### src/inc/pmc_pkg.sv
// constants, encodings and state types for the power monitor register block
// Operation
// - defaults convert shunt and bus continuously
// - zero scaling gives zero current and power
// - pointer selects register, ff is identifier
// - configuration resets to 4127, read/write
// - results read-only zero, others read/write zero
// - each register moves as two bytes
// - configuration read disturbs nothing
// - configuration write halts, then restarts conversion
// - bit 15 write resets all, self-clears
// - averaging code selects 1 to 1024 samples
// - bus time code selects 140us to 8.244ms
// - fixed configuration bits and field layout
// - mode selects which signals convert
// - scaling sets current and power weight
// - pointer 6 holds alert setup, ready flag
// - mode codes: power-down, triggered, continuous
// - shunt time uses same eight times
// - current is shunt times scaling over 2048
// - power is current times bus over 20000
package pmc_pkg;

  // ---------------------------------------------------------------
  // register pointers
  // ---------------------------------------------------------------
  localparam logic [7:0] PTR_CFG = 8'h00;
  localparam logic [7:0] PTR_DROP = 8'h01;
  localparam logic [7:0] PTR_RAIL = 8'h02;
  localparam logic [7:0] PTR_POWER = 8'h03;
  localparam logic [7:0] PTR_CURRENT = 8'h04;
  localparam logic [7:0] PTR_SCALE = 8'h05;
  localparam logic [7:0] PTR_MASK = 8'h06;
  localparam logic [7:0] PTR_LIMIT = 8'h07;
  localparam logic [7:0] PTR_ID = 8'hff;

  // ---------------------------------------------------------------
  // reset values and field layout
  // ---------------------------------------------------------------
  localparam logic [15:0] CFG_RESET = 16'h4127;
  localparam logic [15:0] ZERO_RESET = 16'h0000;
  localparam logic [15:0] CFG_FIXED = 16'h4000;
  localparam logic [15:0] CFG_WMASK = 16'h0fff;
  localparam logic [15:0] SCALE_WMASK = 16'h7fff;
  localparam logic [15:0] MASK_WMASK = 16'hfc17;
  localparam int CFG_SRST_BIT = 15;
  localparam int AVG_LSB = 9;
  localparam int RAIL_CT_LSB = 6;
  localparam int DROP_CT_LSB = 3;
  localparam int MODE_LSB = 0;
  localparam int READY_BIT = 3;
  localparam int CUR_SHIFT = 11;
  localparam int PWR_DIV = 20000;
  localparam logic [6:0] DEV_ADDR_DEF = 7'h40;  // arbitrary bus address
  localparam logic [15:0] DIE_IDENTIFIER_DEF = 16'h5a5a;  // arbitrary identifier value

  // averaging: count is 1 << shift
  localparam int AVG_SHIFT [8] = '{0, 2, 4, 6, 7, 8, 9, 10};

  // ---------------------------------------------------------------
  // conversion times
  // ---------------------------------------------------------------
  localparam int CLK_PERIOD_NS = 10;
  localparam int CONV_TIME_NS [8] = '{140000, 204000, 332000, 588000, 1100000, 2116000, 4156000, 8244000};
  localparam int CONV_CYC_DEF [8] = '{
    CONV_TIME_NS[0] / CLK_PERIOD_NS, CONV_TIME_NS[1] / CLK_PERIOD_NS,
    CONV_TIME_NS[2] / CLK_PERIOD_NS, CONV_TIME_NS[3] / CLK_PERIOD_NS,
    CONV_TIME_NS[4] / CLK_PERIOD_NS, CONV_TIME_NS[5] / CLK_PERIOD_NS,
    CONV_TIME_NS[6] / CLK_PERIOD_NS, CONV_TIME_NS[7] / CLK_PERIOD_NS};

  // ---------------------------------------------------------------
  // state types
  // ---------------------------------------------------------------
  typedef enum logic [8:0] {
    I2C_IDLE = 9'h001, I2C_ADDR = 9'h002, I2C_ACK_A = 9'h004, I2C_PTR = 9'h008, I2C_ACK_P = 9'h010,
    I2C_WDAT = 9'h020, I2C_ACK_W = 9'h040, I2C_RDAT = 9'h080, I2C_RACK = 9'h100
  } pmc_link_t;

  typedef enum logic [6:0] {
    SEQ_IDLE = 7'h01, SEQ_DROP = 7'h02, SEQ_RAIL = 7'h04, SEQ_NEXT = 7'h08,
    SEQ_VOLT = 7'h10, SEQ_CURR = 7'h20, SEQ_PWR = 7'h40
  } pmc_seq_t;

endpackage : pmc_pkg

### src/verilog/pmc_power_monitor.sv
// power monitor: two-wire register slave, conversion sequencer, averaging and scaling
`timescale 1ns/1ps
module pmc_power_monitor #(
  parameter logic [6:0] DEV_ADDR = pmc_pkg::DEV_ADDR_DEF,
  parameter logic [15:0] DIE_IDENTIFIER = pmc_pkg::DIE_IDENTIFIER_DEF,
  parameter int CONV_CYC [8] = pmc_pkg::CONV_CYC_DEF
) (
  // clock and reset
  input wire logic clk,
  input wire logic rst,
  // two-wire link pins, open drain
  input wire logic scl_in,
  input wire logic sda_in,
  output logic sda_out,
  output logic sda_oe,
  // converter codes, valid at end of each conversion
  input wire logic [15:0] drop_code,
  input wire logic [15:0] rail_code
);
  import pmc_pkg::*;

  // ---------------------------------------------------------------
  // declarations
  // ---------------------------------------------------------------
  logic scl_s1, scl_s2, scl_d, sda_s1, sda_s2, sda_d;
  logic scl_rise, scl_fall, start_cond, stop_cond;
  pmc_link_t lst;
  logic [3:0] bcnt;
  logic [7:0] shreg, obyte, ptr, wr_hi, next_byte;
  logic rw, byte_lo, nack, reg_commit, cfg_hold, rd_clr, srst;
  logic [15:0] wdat, rd_word, rd_mux;
  logic [15:0] measurement_config, scaling_factor, alert_mask_flags, alert_threshold;
  logic [15:0] shunt_drop_result, rail_voltage_result, current_result, power_result;
  logic trig;
  pmc_seq_t seq;
  logic [19:0] tmr, drop_cyc, rail_cyc;
  logic [10:0] smp, avg_last;
  logic [3:0] avg_sh;
  logic [26:0] acc_drop, acc_rail;
  logic [2:0] mode;
  logic go;
  logic signed [31:0] cur_prod, pwr_prod;

  // ---------------------------------------------------------------
  // pin synchronisers and edge detection
  // ---------------------------------------------------------------
  // link pins are asynchronous; two stages before anything looks at them
  always_ff @(posedge clk) begin
    if (rst) begin
      scl_s1 <= 1'b1;
      scl_s2 <= 1'b1;
      scl_d <= 1'b1;
      sda_s1 <= 1'b1;
      sda_s2 <= 1'b1;
      sda_d <= 1'b1;
    end else begin
      scl_s1 <= scl_in;
      scl_s2 <= scl_s1;
      scl_d <= scl_s2;
      sda_s1 <= sda_in;
      sda_s2 <= sda_s1;
      sda_d <= sda_s2;
    end
  end

  assign scl_rise = scl_s2 & ~scl_d;
  assign scl_fall = ~scl_s2 & scl_d;
  assign start_cond = scl_s2 & scl_d & sda_d & ~sda_s2;
  assign stop_cond = scl_s2 & scl_d & ~sda_d & sda_s2;

  // ---------------------------------------------------------------
  // register read mux
  // ---------------------------------------------------------------
  // a read selects a value, and a read of pointer 6 also clears the ready flag; nothing here alters settings
  always_comb begin
    case (ptr)
      PTR_CFG: rd_mux = measurement_config;
      PTR_DROP: rd_mux = shunt_drop_result;
      PTR_RAIL: rd_mux = rail_voltage_result;
      PTR_POWER: rd_mux = power_result;
      PTR_CURRENT: rd_mux = current_result;
      PTR_SCALE: rd_mux = scaling_factor;
      PTR_MASK: rd_mux = alert_mask_flags;
      PTR_LIMIT: rd_mux = alert_threshold;
      PTR_ID: rd_mux = DIE_IDENTIFIER;
      default: rd_mux = ZERO_RESET;
    endcase
  end

  assign next_byte = byte_lo ? rd_word[15:8] : rd_word[7:0];

  // ---------------------------------------------------------------
  // two-wire slave: address, pointer, then byte pairs
  // ---------------------------------------------------------------
  // data is taken on scl rise and driven on scl fall, so sda is stable while scl is high
  always_ff @(posedge clk) begin
    if (rst) begin
      lst <= I2C_IDLE;
      bcnt <= 4'h0;
      shreg <= 8'h00;
      obyte <= 8'h00;
      ptr <= PTR_CFG;
      wr_hi <= 8'h00;
      rw <= 1'b0;
      byte_lo <= 1'b0;
      nack <= 1'b0;
      reg_commit <= 1'b0;
      cfg_hold <= 1'b0;
      rd_clr <= 1'b0;
      wdat <= ZERO_RESET;
      rd_word <= ZERO_RESET;
      sda_oe <= 1'b0;
      sda_out <= 1'b0;
    end else begin
      reg_commit <= 1'b0;
      rd_clr <= 1'b0;
      sda_out <= 1'b0;
      if (start_cond) begin
        lst <= I2C_ADDR;
        bcnt <= 4'h0;
        sda_oe <= 1'b0;
        cfg_hold <= 1'b0;
      end else if (stop_cond) begin
        lst <= I2C_IDLE;
        sda_oe <= 1'b0;
        cfg_hold <= 1'b0;
      end else if (scl_rise) begin
        if ((lst == I2C_ADDR || lst == I2C_PTR || lst == I2C_WDAT) && bcnt != 4'h8) begin
          shreg <= {shreg[6:0], sda_s2};
          bcnt <= bcnt + 4'h1;
        end
        if (lst == I2C_RACK) begin
          nack <= sda_s2;
        end
      end else if (scl_fall) begin
        case (lst)
          I2C_ADDR: begin
            if (bcnt == 4'h8) begin
              if (shreg[7:1] == DEV_ADDR) begin
                sda_oe <= 1'b1;
                rw <= shreg[0];
                lst <= I2C_ACK_A;
              end else begin
                lst <= I2C_IDLE;
              end
            end
          end
          I2C_ACK_A: begin
            byte_lo <= 1'b0;
            if (rw) begin
              // high byte goes first
              rd_word <= rd_mux;
              rd_clr <= (ptr == PTR_MASK);
              sda_oe <= ~rd_mux[15];
              obyte <= {rd_mux[14:8], 1'b0};
              bcnt <= 4'h1;
              lst <= I2C_RDAT;
            end else begin
              sda_oe <= 1'b0;
              bcnt <= 4'h0;
              lst <= I2C_PTR;
            end
          end
          I2C_PTR: begin
            if (bcnt == 4'h8) begin
              sda_oe <= 1'b1;
              ptr <= shreg;
              lst <= I2C_ACK_P;
            end
          end
          I2C_ACK_P: begin
            sda_oe <= 1'b0;
            bcnt <= 4'h0;
            byte_lo <= 1'b0;
            lst <= I2C_WDAT;
          end
          I2C_WDAT: begin
            if (bcnt == 4'h8) begin
              sda_oe <= 1'b1;
              lst <= I2C_ACK_W;
              if (!byte_lo) begin
                wr_hi <= shreg;
                cfg_hold <= (ptr == PTR_CFG);
              end else begin
                reg_commit <= 1'b1;
                wdat <= {wr_hi, shreg};
                cfg_hold <= 1'b0;
              end
            end
          end
          I2C_ACK_W: begin
            sda_oe <= 1'b0;
            bcnt <= 4'h0;
            byte_lo <= ~byte_lo;
            lst <= I2C_WDAT;
          end
          I2C_RDAT: begin
            if (bcnt == 4'h8) begin
              sda_oe <= 1'b0;
              lst <= I2C_RACK;
            end else begin
              sda_oe <= ~obyte[7];
              obyte <= {obyte[6:0], 1'b0};
              bcnt <= bcnt + 4'h1;
            end
          end
          I2C_RACK: begin
            // a nack ends the read; an ack keeps alternating bytes of the same word
            if (nack) begin
              lst <= I2C_IDLE;
            end else begin
              byte_lo <= ~byte_lo;
              sda_oe <= ~next_byte[7];
              obyte <= {next_byte[6:0], 1'b0};
              bcnt <= 4'h1;
              lst <= I2C_RDAT;
            end
          end
          default: lst <= I2C_IDLE;
        endcase
      end
    end
  end

  // ---------------------------------------------------------------
  // writable registers and soft reset
  // ---------------------------------------------------------------
  // soft reset is one cycle after the write so the link finishes its acknowledge
  always_ff @(posedge clk) begin
    if (rst) begin
      srst <= 1'b0;
    end else begin
      srst <= reg_commit && ptr == PTR_CFG && wdat[CFG_SRST_BIT];
    end
  end

  always_ff @(posedge clk) begin
    if (rst || srst) begin
      measurement_config <= CFG_RESET;
      scaling_factor <= ZERO_RESET;
      alert_mask_flags <= ZERO_RESET;
      alert_threshold <= ZERO_RESET;
      trig <= 1'b0;
    end else begin
      if (reg_commit) begin
        case (ptr)
          PTR_CFG: measurement_config <= (wdat & CFG_WMASK) | CFG_FIXED;
          PTR_SCALE: scaling_factor <= wdat & SCALE_WMASK;
          PTR_MASK: alert_mask_flags <= (wdat & MASK_WMASK) | (alert_mask_flags & ~MASK_WMASK);
          PTR_LIMIT: alert_threshold <= wdat;
          default: ;
        endcase
      end
      // ready flag: set by a finished block, cleared by reading pointer 6, set wins
      alert_mask_flags[READY_BIT] <= (seq == SEQ_PWR) | (alert_mask_flags[READY_BIT] & ~rd_clr);
      // a triggered mode runs one block per configuration write
      if (reg_commit && ptr == PTR_CFG) begin
        trig <= 1'b1;
      end else if (seq == SEQ_PWR) begin
        trig <= 1'b0;
      end
    end
  end

  // ---------------------------------------------------------------
  // conversion sequencer
  // ---------------------------------------------------------------
  assign mode = measurement_config[MODE_LSB +: 3];
  assign avg_sh = 4'(AVG_SHIFT[measurement_config[AVG_LSB +: 3]]);
  assign avg_last = 11'((32'd1 << avg_sh) - 32'd1);
  assign drop_cyc = 20'(CONV_CYC[measurement_config[DROP_CT_LSB +: 3]] - 1);
  assign rail_cyc = 20'(CONV_CYC[measurement_config[RAIL_CT_LSB +: 3]] - 1);
  assign go = (mode[1:0] != 2'b00) && (mode[2] || trig);

  // a configuration write throws away the partial block so no sample mixes settings
  always_ff @(posedge clk) begin
    if (rst || srst) begin
      seq <= SEQ_IDLE;
      tmr <= 20'h00000;
      smp <= 11'h000;
      acc_drop <= 27'h0000000;
      acc_rail <= 27'h0000000;
    end else if (cfg_hold || (reg_commit && ptr == PTR_CFG)) begin
      seq <= SEQ_IDLE;
      smp <= 11'h000;
      acc_drop <= 27'h0000000;
      acc_rail <= 27'h0000000;
    end else begin
      case (seq)
        SEQ_IDLE: begin
          if (go) begin
            seq <= mode[0] ? SEQ_DROP : SEQ_RAIL;
            tmr <= mode[0] ? drop_cyc : rail_cyc;
          end
        end
        SEQ_DROP: begin
          if (tmr == 20'h00000) begin
            acc_drop <= acc_drop + {{11{drop_code[15]}}, drop_code};
            seq <= mode[1] ? SEQ_RAIL : SEQ_NEXT;
            tmr <= rail_cyc;
          end else begin
            tmr <= tmr - 20'h00001;
          end
        end
        SEQ_RAIL: begin
          if (tmr == 20'h00000) begin
            acc_rail <= acc_rail + {{11{rail_code[15]}}, rail_code};
            seq <= SEQ_NEXT;
          end else begin
            tmr <= tmr - 20'h00001;
          end
        end
        SEQ_NEXT: begin
          if (smp == avg_last) begin
            smp <= 11'h000;
            seq <= SEQ_VOLT;
          end else begin
            smp <= smp + 11'h001;
            seq <= SEQ_IDLE;
          end
        end
        SEQ_VOLT: begin
          acc_drop <= 27'h0000000;
          acc_rail <= 27'h0000000;
          seq <= SEQ_CURR;
        end
        SEQ_CURR: seq <= SEQ_PWR;
        SEQ_PWR: seq <= SEQ_IDLE;
        default: seq <= SEQ_IDLE;
      endcase
    end
  end

  // ---------------------------------------------------------------
  // result registers
  // ---------------------------------------------------------------
  // scaling is 15 bits, so zero-extending keeps the product signed and exact
  assign cur_prod = $signed(shunt_drop_result) * $signed({1'b0, scaling_factor[14:0]});
  assign pwr_prod = $signed(current_result) * $signed({1'b0, rail_voltage_result[14:0]});

  always_ff @(posedge clk) begin
    if (rst || srst) begin
      shunt_drop_result <= ZERO_RESET;
      rail_voltage_result <= ZERO_RESET;
      current_result <= ZERO_RESET;
      power_result <= ZERO_RESET;
    end else begin
      if (seq == SEQ_VOLT && mode[0]) begin
        shunt_drop_result <= 16'($signed(acc_drop) >>> avg_sh);
      end
      if (seq == SEQ_VOLT && mode[1]) begin
        rail_voltage_result <= 16'($signed(acc_rail) >>> avg_sh);
      end
      if (seq == SEQ_CURR) begin
        current_result <= 16'(cur_prod >>> CUR_SHIFT);
      end
      if (seq == SEQ_PWR) begin
        power_result <= 16'(pwr_prod / PWR_DIV);
      end
    end
  end
endmodule : pmc_power_monitor

### config.mk
export PLATFORM = sky130hd
export DESIGN_NAME = pmc_power_monitor
export DESIGN_NICKNAME = d
export VERILOG_FILES = /design/src/inc/pmc_pkg.sv /design/src/verilog/pmc_power_monitor.sv
export SDC_FILE = /design/constraint.sdc
export NUM_CORES = 2
export LEC_CHECK = 0
export BUFFER_PORTS_ARGS = -buffer_cell sky130_fd_sc_hd__buf_2
export CELL_PAD_IN_SITES_DETAIL_PLACEMENT = 1
export CELL_PAD_IN_SITES_GLOBAL_PLACEMENT = 1
export CORE_ASPECT_RATIO = 1.5
export CORE_MARGIN = 4
export CORE_UTILIZATION = 46
export CTS_CLUSTER_DIAMETER = 150
export CTS_CLUSTER_SIZE = 16
export DETAILED_ROUTE_END_ITERATION = 10
export HOLD_SLACK_MARGIN = 0.15
export PLACE_DENSITY = 0.78
export SKIP_LAST_GASP = 1
export SYNTH_ARGS = -nofsm -noshare
export SYNTH_HDL_FRONTEND = slang
export SYNTH_SLANG_ARGS = --single-unit
### constraint.sdc
create_clock -name clk -period 23.1 [get_ports clk]
set_input_delay 5.775 -clock clk [delete_from_list [all_inputs] [get_ports clk]]
set_output_delay 5.775 -clock clk [all_outputs]
set_load 0.03 [all_outputs]
==> load_flow_metrics.sql <==
INSERT INTO impl_metrics (metric_group, metric, value, unit) VALUES
('hold_path', 'hold_path.class', 'reg2reg', ''),
('setup_path', 'max_stage_delay', '580', 'ps'),
('cells_and_area', 'drive_above_1_share', '13.6', '%'),
('timing', 'final-max-slew-violation-count', '0', ''),
('timing', 'hold_violations', '0', ''),
('clock_network', 'cts_tree', 'built', ''),
('setup_path', 'cp_num_buf_inv', '18', ''),
('flow_run', 'drv_cap', '0', ''),
('global_routing', 'global_route_wire_length_before_repair', '234', 'mm'),
('setup_path', 'timing.setup.critical_path_class', 'reg2reg', ''),
('cells_and_area', 'final.fill_count', '11300', ''),
('yosys', 'cell_types_with_the_highest_counts_after_synthesis', '676 x nand2_1, 607 x inv_1, 491 x nor2_1', ''),
('clock_network', 'clk_pin_slew_worst_paths', '90', 'ps'),
('setup_path', 'worst_ep_required_time', '23530', 'ps'),
('route', 'route.detailed.wl_per_inst', '21.8', 'um'),
('cells_and_area', 'final_cells', '6824', ''),
('timing', 'layout_worst_path_cycle_share', '98.1', '%'),
('setup_path', 'worst-endpoint-arrival', '23100', 'ps'),
('cells_and_area', 'areaGrowthSynthToFinish', '11.5', '%'),
('die', 'die_h', '385', 'um'),
('cells_and_area', 'final_util', '51.9', '%'),
('clock_network', 'cts_max_path_buffers', '3', ''),
('setup_path', 'cp_top_family', 'compound AO/OA/AOI/OAI gates', ''),
('yosys', 'yosys_register_bits', '301', ''),
('clock_network', 'clock_tree.root_cell', 'clkbuf_16', ''),
('route', 'dr_total_vias', '41100', ''),
('route', 'detail_route.wirelength', '149', 'mm'),
('die', 'die_outline_area', '0.0997', 'sq mm'),
('die', 'floorplan.core_area', '0.0934', 'sq mm'),
('clock_network', 'cts-buffers-inserted', '22', ''),
('clock_network', 'ctsHtreeMaxLevel', '1', ''),
('global_routing', 'grt_max_degree', '80', ''),
('setup_path', 'slowest_stage', 'fa_1', ''),
('yosys', 'synth.avg_cell_area', '7.96', 'sq um'),
('route', 'drt_pre_antenna_iters', '9', ''),
('cells_and_area', 'fin_nets', '6289', ''),
('setup_path', 'crit_top_cell', 'buf_4', ''),
('yosys', 'yosys.area.top_type', 'fa_1', ''),
('status', 'run_status', 'complete, no violations', ''),
('die', 'rows', '137', ''),
('route', 'drt_drc_violations_left', '0', ''),
('setup_path', 'timing.critical_path.fanout_max', '11', ''),
('route', 'routed_via_density', '6.02', ''),
('timing', 'clock.fmax', '44.1', 'MHz'),
('timing', 'timing_worst_slew_pin_value', '1270', 'ps'),
('power', 'worst_ir_drop_vdd', '0.0493', 'mV'),
('yosys', 'yosysMostFrequentCell', 'nand2_1', ''),
('timing', 'finalSetupViolations', '0', ''),
('placement', 'gp_congestion', '0.942', ''),
('setup_path', 'worst_setup_path_end_kind', 'flop', ''),
('placement', 'numPortBuffers', '36', ''),
('global_routing', 'via_count_of_the_first_global_routing_pass', '43700', ''),
('timing', 'worst_hold_slack', '416', 'ps'),
('placement', 'place_inst', '6720', ''),
('yosys', 'async_flop_share', '0', '%'),
('power', 'power_density', '22.3', 'mW/mm^2'),
('setup_path', 'worst_setup_path_start_kind', 'flop', ''),
('global_routing', 'grt_overflow', '0', ''),
('route', 'detail_route.iter0.violations', '1911', ''),
('timing', 'timing.max_slew.rel_slack', '15.3', '%'),
('yosys', 'synth_top_cells_by_area', 'fa_1 21%, dfxtp_1 14%, ha_1 6.5%, nand2_1 5.8%, inv_1 5.2%', ''),
('yosys', 'synth_ff_type', 'dfxtp_1', ''),
('yosys', 'synth.top_cell.area_share', '20.9', '%'),
('yosys', 'synth_seq_area_share', '13.8', '%'),
('clock_network', 'hold_buffers', '0', ''),
('global_routing', 'grt_antenna_before_repair', '3', ''),
('die', 'fp.dieW', '259', 'um'),
('clock_network', 'clk_latency', '580', 'ps'),
('setup_path', 'reg2reg_slack', '430', 'ps'),
('die', 'i_o_pin_total', '38', ''),
('yosys', 'synth.distinct_cells', '146', ''),
('power', 'static-leakage-power', '21.1', 'nW'),
('yosys', 'post_synthesis_net_count', '6185', ''),
('route', 'remaining_antenna_violation_count_after_routing', '0', ''),
('timing', 'final.setup_skew', '34.2', 'ps'),
('timing', 'min_period', '22670', 'ps'),
('placement', 'place_hpwl', '117', 'mm'),
('global_routing', 'grtUsageTotal', '28.7', '%'),
('clock_network', 'clock-sinks', '301', ''),
('yosys', 'synth-warning-count', '0', ''),
('yosys', 'syn-cell-area', '0.0435', 'sq mm'),
('yosys', 'synth_edf_count', '0', ''),
('yosys', 'post_synth_inst_count', '5468', ''),
('die', 'floorplan.initialDensity', '46.6', '%');
[metal layers]
layer,part of all wire (%),GRT usage [%]
met1,37,31.4
met2,55,56.7
met3,3.1,1.81
met4,5.1,12.1
met5,0,0
[worst paths after layout]
path / start / end / cells after the start
setup / recovery: rail_voltage_result[7] / power_result[4] / 94
hold / removal: sda_s1 / sda_s2 / 1
setup reg to reg: rail_voltage_result[7] / power_result[4] / 94
hold reg to reg: sda_s1 / sda_s2 / 1
[state kept, by name, summed over array words and instances (netlist names), 8 cells and up]
register / count
acc_drop: 27
acc_rail: 27
alert_mask_flags: 11
alert_threshold: 16
current_result: 16
lst: 9
measurement_config: 12
power_result: 16
ptr: 8
rail_voltage_result: 16
rd_word: 16
scaling_factor: 15
shreg: 8
shunt_drop_result: 16
smp: 11
tmr: 20
wdat: 16
wr_hi: 8
[worst register-to-register path: cells and delay by family, from the launching register on]
family | cells | cell delay, ps
AO/OA/AOI/OAI | 36 | 8780
XOR/XNOR | 3 | 480
adder cells (fa/ha/maj) | 9 | 3950
buffers and inverters | 18 | 2780
flip-flops | 1 | 530
multiplexers | 1 | 140
AND/OR/NAND/NOR | 27 | 5930
[through the flow]
stage / power [mW] / TNS, ps / cell area (sq um) / setup WS [ps]
after global placement: 0.713 / -465 / 45900 / -139
after floorplan: 0.674 / 0 / 43500 / 973
after global routing: 1.13 / -2660 / 48500 / -440
final: 1.08 / 0 / 48500 / 431
after CTS: 1.09 / 0 / 46600 / 4.43
after detailed placement: 0.718 / -3780 / 45900 / -507
[cells by family (layout without fill, tap and decap cells)]
| group | after synthesis | after routing | synth area share (%) |
|---|---|---|---|
| xor+xnor | 243 | 243 | 4.99 |
| simple gates | 1965 | 1965 | 21.6 |
| other cells | 2 | 3 | 0.0173 |
| mux | 184 | 184 | 4.58 |
| compound gates | 1208 | 1209 | 19.6 |
| buf+inv | 879 | 982 | 7.82 |
| fa+ha+maj | 686 | 686 | 27.5 |
| flops | 301 | 301 | 13.8 |
[layout make-up]
class | count | area [sq um] | area share [%]
multi-input combinational | 4289 | 35500 | 73.1
timing repair buffer | 346 | 2530 | 5.21
clock buffer | 22 | 551 | 1.14
tap | 1251 | 1570 | 3.23
clock inverter | 2 | 21.3 | 0.0439
antenna | 1 | 2.50 | 0.00516
inverter | 612 | 2300 | 4.74
sequential | 301 | 6080 | 12.5
[power by group]
part,switching [mW],internal (mW),total [mW]
Sequential,0.0170,0.533,0.550
Combinational,0.101,0.0542,0.155
Clock,0.204,0.171,0.374
[cells in the final DEF, fill, tap and decap left out, drive strengths merged, types with 20 or more instances in the layout]
master,instances
nand2,677
inv,607
nor2,494
fa,455
a21oi,378
buf,346
dfxtp,301
and2,274
ha,226
xnor2,176
o21ai,165
mux2i,152
nand3,105
a31oi,86
nor3,84
a211oi,81
xor2,67
o21bai,51
and3,44
a21o,43
o211ai,42
nor4,38
or3,38
or2,37
nor2b,34
a311oi,33
nand2b,31
nand4,30
a221oi,30
o21a,25
mux2,24
o31ai,24
clkbuf,22
a22oi,20
[what timing repair did]
item                                    in CTS  in global routing
buffers inserted                             1                 75
cloned                                       0                  3
endpoints found under the setup margin      15                 16
gates resized for setup                     30                275
pin swaps                                    4                 95
Power figures use the tool's default switching activity.
